`src/hdl/asc_pkg.sv`:
```
// Constants, register map and carriers for the scan and pin configuration block.
// Assumes a 32-bit AHB-Lite register bus and a 10 MHz core clock.
package asc_pkg;

	localparam int ASC_NUM_INPUTS = 9;
	localparam int ASC_IDX_W = 4;
	localparam int ASC_REG_W = 16;
	localparam int ASC_DATA_W = 32;
	localparam int ASC_CH0_W = 5;

	// Byte addresses of the registers
	localparam logic [7:0] ASC_ADDR_SCAN = 8'h00;
	localparam logic [7:0] ASC_ADDR_PIN = 8'h04;
	localparam logic [7:0] ASC_ADDR_CTRL = 8'h08;
	localparam logic [7:0] ASC_ADDR_STAT = 8'h0c;

	// Reset values
	localparam logic [ASC_NUM_INPUTS-1:0] ASC_SCAN_RST = 9'h000;
	localparam logic [ASC_NUM_INPUTS-1:0] ASC_PIN_RST = 9'h000;

	// Control register fields
	localparam int ASC_CTRL_SCAN_EN = 0;
	localparam int ASC_CTRL_DISABLE = 1;
	localparam int ASC_CTRL_CH0_LSB = 8;

	// Status register fields
	localparam int ASC_STAT_IDX_LSB = 0;
	localparam int ASC_STAT_LOW_REF = 4;
	localparam int ASC_STAT_SCAN = 5;

	// AHB encodings
	localparam logic [1:0] ASC_HTRANS_NONSEQ = 2'h2;
	localparam logic [2:0] ASC_HSIZE_WORD = 3'h2;
	localparam logic ASC_HRESP_OKAY = 1'h0;

	typedef struct packed {
		logic [ASC_CH0_W-1:0] ch0_sel;
		logic converter_module_disable;
		logic scan_enable_ctrl;
	} asc_ctrl_s;

	typedef struct packed {
		logic [ASC_IDX_W-1:0] input_num;
		logic low_reference_voltage;
	} asc_sel_s;

	localparam asc_ctrl_s ASC_CTRL_RST = '{ch0_sel: 5'h00,
		converter_module_disable: 1'h0, scan_enable_ctrl: 1'h0};

endpackage

```
`src/hdl/asc_scan_seq.sv`:
```
// Scan sequencer: walks the selected inputs in ascending order.
// Assumes step_i is a one-cycle pulse on the core clock.
`timescale 1ns/100ps
module asc_scan_seq import asc_pkg::*; #(
	parameter int NUM_INPUTS = ASC_NUM_INPUTS
) (
	input wire logic core_clk_i,
	input wire logic rst_n_i,
	input wire logic [NUM_INPUTS-1:0] scan_mask_i,
	input wire logic run_i,
	input wire logic step_i,
	output logic [ASC_IDX_W-1:0] cur_o,
	output logic any_o
);

	logic [ASC_IDX_W-1:0] cur;
	logic [ASC_IDX_W-1:0] next_cur;

	// First selected input after "from", wrapping; lowest offset wins
	function automatic int pick(input logic [NUM_INPUTS-1:0] m, input int from);
		int r;
		r = from;
		for (int k = NUM_INPUTS; k >= 1; k--) begin
			if (m[(from + k) % NUM_INPUTS])
				r = (from + k) % NUM_INPUTS;
		end
		return r;
	endfunction

	always_comb begin
		next_cur = cur;
		if (!run_i) begin
			// Idle: park on lowest selected so a scan starts there
			next_cur = ASC_IDX_W'(pick(scan_mask_i, NUM_INPUTS - 1));
		end else if (step_i) begin
			// One input per sample/convert sequence, ascending, wrapping
			next_cur = ASC_IDX_W'(pick(scan_mask_i, int'(cur)));
		end
	end

	always_ff @(posedge core_clk_i) begin
		if (!rst_n_i)
			cur <= '0;
		else
			cur <= next_cur;
	end

	assign cur_o = cur;
	assign any_o = |scan_mask_i;
endmodule

```
`src/hdl/asc_top.sv`:
```
// Input scan selection and analog/digital pin configuration with AHB-Lite slave.
// Assumes one AHB-Lite master, word transfers, and a converter on the same clock.
// Notes on behaviour
// scan bits include or skip each input
// absent selected inputs convert low reference
// scan bit x means analog input x
// config one: digital, port read, mux grounded
// config zero: analog, read off, sampled
// absent-pin config bits stored, no effect
// converter disabled forces all pins digital
// config bit x controls analog input x
// scan bits act only while scan enabled
// ascending scan, one per sequence, wraps
// registers reset zero, upper bits read zero
//
// Added by the designer: the AHB-Lite slave port and the register offsets.
`timescale 1ns/100ps
module asc_top import asc_pkg::*; #(
	parameter int NUM_PRESENT = ASC_NUM_INPUTS
) (
	input wire logic core_clk_i,
	input wire logic rst_n_i,
	input wire logic hsel_i,
	input wire logic [31:0] haddr_i,
	input wire logic [1:0] htrans_i,
	input wire logic hwrite_i,
	input wire logic [2:0] hsize_i,
	input wire logic [ASC_DATA_W-1:0] hwdata_i,
	input wire logic hready_i,
	output logic [ASC_DATA_W-1:0] hrdata_o,
	output logic hreadyout_o,
	output logic hresp_o,
	input wire logic conv_seq_done_i,
	output logic [ASC_IDX_W-1:0] conv_input_o,
	output logic conv_low_ref_o,
	output logic [ASC_NUM_INPUTS-1:0] port_read_en_o,
	output logic [ASC_NUM_INPUTS-1:0] mux_ground_o
);

	if (NUM_PRESENT < 1 || NUM_PRESENT > ASC_NUM_INPUTS) begin : g_bad_present
		$error("NUM_PRESENT must lie between 1 and 9");
	end

	localparam logic [ASC_NUM_INPUTS-1:0] PRESENT_MASK =
		ASC_NUM_INPUTS'((1 << NUM_PRESENT) - 1);

	// Bus state
	logic wr_pend;
	logic [7:0] wr_addr;
	logic [ASC_DATA_W-1:0] rdata;
	logic next_wr_pend;
	logic [7:0] next_wr_addr;
	logic [ASC_DATA_W-1:0] next_rdata;

	// Register state
	logic [ASC_NUM_INPUTS-1:0] scan_input_select_bits;
	logic [ASC_NUM_INPUTS-1:0] pin_digital_select_bits;
	asc_ctrl_s ctrl;
	logic [ASC_NUM_INPUTS-1:0] next_scan_sel;
	logic [ASC_NUM_INPUTS-1:0] next_pin_sel;
	asc_ctrl_s next_ctrl;

	// Output state
	asc_sel_s sel;
	asc_sel_s next_sel;
	logic [ASC_NUM_INPUTS-1:0] port_rd;
	logic [ASC_NUM_INPUTS-1:0] gnd_tie;
	logic [ASC_NUM_INPUTS-1:0] next_port_rd;
	logic [ASC_NUM_INPUTS-1:0] next_gnd_tie;

	logic [ASC_IDX_W-1:0] seq_cur;
	logic seq_any;
	logic scanning;
	logic addr_phase;

	// Word-aligned register read view; bits above a field read zero
	function automatic logic [ASC_DATA_W-1:0] read_reg(
		input logic [7:0] a,
		input logic [ASC_NUM_INPUTS-1:0] s,
		input logic [ASC_NUM_INPUTS-1:0] p,
		input asc_ctrl_s c,
		input asc_sel_s st,
		input logic run);
		logic [ASC_DATA_W-1:0] d;
		d = '0;
		case (a)
			ASC_ADDR_SCAN: d[ASC_NUM_INPUTS-1:0] = s;
			ASC_ADDR_PIN: d[ASC_NUM_INPUTS-1:0] = p;
			ASC_ADDR_CTRL: begin
				d[ASC_CTRL_SCAN_EN] = c.scan_enable_ctrl;
				d[ASC_CTRL_DISABLE] = c.converter_module_disable;
				d[ASC_CTRL_CH0_LSB +: ASC_CH0_W] = c.ch0_sel;
			end
			ASC_ADDR_STAT: begin
				d[ASC_STAT_IDX_LSB +: ASC_IDX_W] = st.input_num;
				d[ASC_STAT_LOW_REF] = st.low_reference_voltage;
				d[ASC_STAT_SCAN] = run;
			end
			default: d = '0;
		endcase
		return d;
	endfunction

	assign addr_phase = hsel_i && hready_i && htrans_i[1];
	assign scanning = ctrl.scan_enable_ctrl && !ctrl.converter_module_disable;

	// Bus pipeline: writes land in the data phase
	always_comb begin
		next_wr_pend = 1'b0;
		next_wr_addr = wr_addr;
		if (addr_phase) begin
			// Only whole-word writes are taken; others are ignored
			next_wr_pend = hwrite_i && (hsize_i == ASC_HSIZE_WORD);
			next_wr_addr = {haddr_i[7:2], 2'b00};
		end
	end

	// Register file
	always_comb begin
		next_scan_sel = scan_input_select_bits;
		next_pin_sel = pin_digital_select_bits;
		next_ctrl = ctrl;
		if (wr_pend) begin
			case (wr_addr)
				// All nine bits writable on any variant
				ASC_ADDR_SCAN: next_scan_sel = hwdata_i[ASC_NUM_INPUTS-1:0];
				ASC_ADDR_PIN: next_pin_sel = hwdata_i[ASC_NUM_INPUTS-1:0];
				ASC_ADDR_CTRL: begin
					next_ctrl.scan_enable_ctrl = hwdata_i[ASC_CTRL_SCAN_EN];
					next_ctrl.converter_module_disable = hwdata_i[ASC_CTRL_DISABLE];
					next_ctrl.ch0_sel = hwdata_i[ASC_CTRL_CH0_LSB +: ASC_CH0_W];
				end
				default: next_scan_sel = scan_input_select_bits;
			endcase
		end
	end

	// Read data from next values so a write just ahead is seen
	always_comb begin
		next_rdata = rdata;
		if (addr_phase && !hwrite_i)
			next_rdata = read_reg({haddr_i[7:2], 2'b00}, next_scan_sel, next_pin_sel,
				next_ctrl, sel, scanning);
	end

	asc_scan_seq #(
		.NUM_INPUTS(ASC_NUM_INPUTS)
	) u_seq (
		.core_clk_i(core_clk_i),
		.rst_n_i(rst_n_i),
		.scan_mask_i(scan_input_select_bits),
		.run_i(scanning && seq_any),
		.step_i(conv_seq_done_i),
		.cur_o(seq_cur),
		.any_o(seq_any)
	);

	// Converter input selection
	always_comb begin
		next_sel = sel;
		if (scanning && seq_any) begin
			next_sel.input_num = seq_cur;
			// Selected but not bonded out: convert low reference
			next_sel.low_reference_voltage = !PRESENT_MASK[seq_cur];
		end else begin
			// Scan off or no input selected: channel-0 positive select applies
			next_sel.input_num = ctrl.ch0_sel[ASC_IDX_W-1:0];
			next_sel.low_reference_voltage =
				(ctrl.ch0_sel >= ASC_CH0_W'(NUM_PRESENT));
		end
	end

	// Pin configuration
	always_comb begin
		next_port_rd = '0;
		next_gnd_tie = '1;
		for (int i = 0; i < ASC_NUM_INPUTS; i++) begin
			if (!PRESENT_MASK[i]) begin
				// No pin behind this bit, so the bit is inert
				next_port_rd[i] = 1'b0;
				next_gnd_tie[i] = 1'b1;
			end else if (ctrl.converter_module_disable) begin
				next_port_rd[i] = 1'b1;
				next_gnd_tie[i] = 1'b1;
			end else begin
				// Bit i drives pin i; one digital, zero analog
				next_port_rd[i] = pin_digital_select_bits[i];
				next_gnd_tie[i] = pin_digital_select_bits[i];
			end
		end
	end

	always_ff @(posedge core_clk_i) begin
		if (!rst_n_i) begin
			wr_pend <= 1'b0;
			wr_addr <= '0;
			rdata <= '0;
			scan_input_select_bits <= ASC_SCAN_RST;
			pin_digital_select_bits <= ASC_PIN_RST;
			ctrl <= ASC_CTRL_RST;
			sel <= '0;
			port_rd <= '0;
			gnd_tie <= '1;
		end else begin
			wr_pend <= next_wr_pend;
			wr_addr <= next_wr_addr;
			rdata <= next_rdata;
			scan_input_select_bits <= next_scan_sel;
			pin_digital_select_bits <= next_pin_sel;
			ctrl <= next_ctrl;
			sel <= next_sel;
			port_rd <= next_port_rd;
			gnd_tie <= next_gnd_tie;
		end
	end

	// Zero wait states; always OKAY
	assign hreadyout_o = 1'b1;
	assign hresp_o = ASC_HRESP_OKAY;
	assign hrdata_o = rdata;
	assign conv_input_o = sel.input_num;
	assign conv_low_ref_o = sel.low_reference_voltage;
	assign port_read_en_o = port_rd;
	assign mux_ground_o = gnd_tie;
endmodule

```
`config.mk`:
```
export PLATFORM = sky130hd
export DESIGN_NAME = asc_top
export DESIGN_NICKNAME = d
export VERILOG_FILES = /design/src/hdl/asc_pkg.sv /design/src/hdl/asc_scan_seq.sv /design/src/hdl/asc_top.sv
export SDC_FILE = /design/constraint.sdc
export NUM_CORES = 1
export LEC_CHECK = 0
export BUFFER_PORTS_ARGS = -buffer_cell sky130_fd_sc_hd__buf_2
export CAP_MARGIN = 30
export CORE_AREA = 8 8 150 152
export CTS_BUF_LIST = sky130_fd_sc_hd__clkbuf_2
export DETAILED_ROUTE_END_ITERATION = 12
export DIE_AREA = 0 0 158 160
export GPL_TIMING_DRIVEN = 0
export SETUP_SLACK_MARGIN = 0.4
export SLEW_MARGIN = 20
export SYNTH_ARGS = -nofsm -noshare
export SYNTH_HDL_FRONTEND = slang
export SYNTH_HIERARCHICAL = 1
export SYNTH_SLANG_ARGS = --single-unit
```
`constraint.sdc`:
```
create_clock -name core_clk_i -period 12.66 [get_ports core_clk_i]
set_input_delay 1.266 -clock core_clk_i [delete_from_list [all_inputs] [get_ports core_clk_i]]
set_output_delay 1.266 -clock core_clk_i [all_outputs]
set_load 0.05 [all_outputs]
```
==> results.json <==
{
  "core_um2": 20040,
  "boundaryPins": 132,
  "antenna_found_initial": 0,
  "fin_tns_setup_ns": 0,
  "grtUsageTotal": 0.2574,
  "die_h_um": 160,
  "worstPathArrival_ns": 8.59,
  "hold_viol": 0,
  "hpwl_um": 26120,
  "cts_tree": "done",
  "cts_made_buffers": 9,
  "critical_path_depth": 24,
  "busiest_layer": "met2",
  "worst_pin_slew_ns": 1.020,
  "drive_above_1_share": 0.1823,
  "hold_depth": 1,
  "rows": 52,
  "synth_seq_cells": 72,
  "drc": 0,
  "grt_pass1_vias": 9180,
  "ctsHoldBuffers": 0,
  "final_area_um2": 9768,
  "die_x_um": 158,
  "cp_cell_sequence": "buf_2, inv_1, clkbuf_1, clkbuf_2, ha_1, inv_2, buf_1, ha_1, nor2_1, a31oi_1, xnor2_1, inv_2, ha_1, nor2b_1, a21boi_1, o21ai_2, nor3_1, a31o_2, o32ai_2, a221oi_1, o21bai_1, a31oi_1, o41ai_1, a31oi_1",
  "ys.flop_type": "dfxtp_1",
  "drv_slew": 0,
  "wire_per_inst_um": 22.18,
  "syn_area_um2": 8901,
  "postCtsSetupRepairBufs": 0,
  "syn_inst": 1135,
  "grt_max_degree": 17,
  "worstPathMaxFanout": 16,
  "period_share": 0.6490,
  "powerDensity_nw_per_um2": 53.77,
  "path_delay_family": "compound AO/OA/AOI/OAI gates",
  "status": "complete, no violations",
  "min_period_ns": 8.217,
  "ant_nets": 0,
  "clockBufferDepth": 2,
  "final_util": 0.4875,
  "skew_ns": 0.03336,
  "use_met1": 0.3221,
  "ys_types": 124,
  "rsz0062_at_grt": "false",
  "grt_pass1_wl_um": 51640,
  "seq_area_frac_synth": 0.1619,
  "yosysTopAreaCell": "dfxtp_1",
  "hold_path_class": "flop to flop",
  "place_area_um2": 9632,
  "fmax_ghz": 0.1217,
  "cpPeakStageDelay_ns": 0.91,
  "syn2layout_area_growth_pct": 9.741,
  "ir_drop_mv": 0.07530,
  "initial_core_util": 0.4442,
  "path_class": "flop to flop",
  "synth_async_sr_flop_share": 0,
  "crit_slowest_cell": "dfxtp_1",
  "htreeDepth": 3,
  "final_cell_mix": "nand2_1, buf_2, dfxtp_1",
  "vias": 9488,
  "syn_avg_cell_area_um2": 7.842,
  "yosysWarnings": 6,
  "setup_viol": 0,
  "endpoint_kind": "flop",
  "drt-pass1-iter-count": 6,
  "port_buffers": 64,
  "clock_latency_ns": 0.52,
  "ff2ff_path_depth": 24,
  "finalWeightedCongestion": 1.047,
  "cts_root_buf": "clkbuf_2",
  "cp-start-kind": "flop",
  "ctsResizeCount": 0,
  "crit_buf_inv": 7,
  "slew_headroom": 0.3181,
  "static-leakage-power_uw": 0.004063,
  "netlist.area_leader.share": 0.1619,
  "diodes": 0,
  "grt_overflow": 0,
  "dieArea_um2": 25280,
  "synth_edf_count": 0,
  "critPathRequiredTime_ns": 13.04,
  "drtIter0Drc": 821,
  "final_common_cell": "nand2_1",
  "drv_cap": 0,
  "wirelength_um": 33370,
  "via_per_inst": 6.309,
  "final_net_count": 1354,
  "gr-usage-met3": 0.04399,
  "globalRouteMet2Util": 0.4226,
  "yosys-top-cells-area": "dfxtp_1, ha_1, mux2i_1",
  "clk_pin_slew_ns": 0.20,
  "cts_sinks": 72
}
==> cells by family after synthesis <==
| family | share of synthesized area |
|---|---|
| buffers and inverters | 0.07914 |
| other | 0.0008437 |
| AND/OR/NAND/NOR | 0.2591 |
| AO/OA/AOI/OAI | 0.3175 |
| XOR/XNOR | 0.03416 |
| flip-flops | 0.1619 |
| multiplexers | 0.07703 |
| adder cells (fa/ha/maj) | 0.07028 |
==> synth_stat cells, drive strengths merged, types with 6 or more instances <==
library cell	instances
or2	11
a22oi	9
a221oi	10
and2	13
mux2i	49
nor3	24
o2111ai	7
nand4	8
a31o	7
a21o	12
o22ai	13
or3	8
inv	45
o21ai	55
nand2	116
nand3b	12
o31ai	7
a311oi	10
a21oi	57
nor2b	44
a211oi	22
nor4b	11
and3	7
mux2	17
clkbuf	31
buf	57
nor2	67
nand2b	22
nand3	29
o21a	21
nor4	16
a21boi	22
xnor2	22
ha	50
o32ai	6
o211ai	20
a31oi	15
dfxtp	72
a22o	6
==> final timing paths <==
| path | startpoint | to | slack (ns) |
|---|---|---|---|
| max | u_seq/cur_o[0] | u_seq/cur_o[3] | 4.44 |
| min | pin_digital_select_bits[2] | mux_ground_o[2] | 0.50 |
| max reg2reg | u_seq/cur_o[0] | u_seq/cur_o[3] | 4.44 |
| min reg2reg | pin_digital_select_bits[2] | mux_ground_o[2] | 0.50 |
==> layout make-up <==
type | count | area, um^2
inverters | 45 | 171.4
repair buffers | 64 | 320.3
clock inverters | 5 | 81.33
plain buffers | 88 | 534.3
clock buffers | 11 | 55.05
multi-input cells | 949 | 6827
fillers | 2083 | 10270
well taps | 270 | 337.8
flip-flops and latches | 72 | 1441
==> per-stage QoR <==
step                      power (uW)  cells  worst slack (ns)  hold WS [ns]
after detailed placement       377.8   1488             4.880        0.4706
after global placement         378.1   1488             4.632        0.4605
after CTS                      525.6   1504             4.827        0.5019
after floorplan                343.6   1154             7.229        0.4340
after global routing           546.7   1504             4.207        0.5194
final                          525.2   1504             4.443        0.4970
==> state kept, by name, indices dropped and copies added (netlist names), 6 cells and up <==
| signal | flops |
|---|---|
| mux_ground_o | 9 |
| ctrl | 7 |
| pin_digital_select_bits | 9 |
| scan_input_select_bits | 9 |
| port_read_en_o | 9 |
| hrdata_o | 13 |
| wr_addr | 6 |
==> worst reg2reg max path: cells and delay by family, from the launching register on <==
kind,cells,cell delay [ns]
and+or+nand+nor,3,0.41
xor gates and xnor gates,1,0.72
buffers and inverters,7,2.15
adders and majority gates,3,1.30
DFF,1,0.91
AOI/OAI and AO/OA,10,2.58
==> report_power, final <==
part / switching, uW / internal, uW
logic: 93.2 / 51.6
registers: 2.14 / 230
clock network: 81.3 / 67.0
total: 177 / 348
==> metal layers <==
metal  wire length (um)  part of all wire  vias to the layer above
met2              15400              0.46                      448
met3               2648             0.079                      103
met1              13900              0.42                     4512
met5                  0                 0                        -
li1                   -                 -                     4425
met4               1413             0.042                        0
Power figures use the tool's default switching activity.
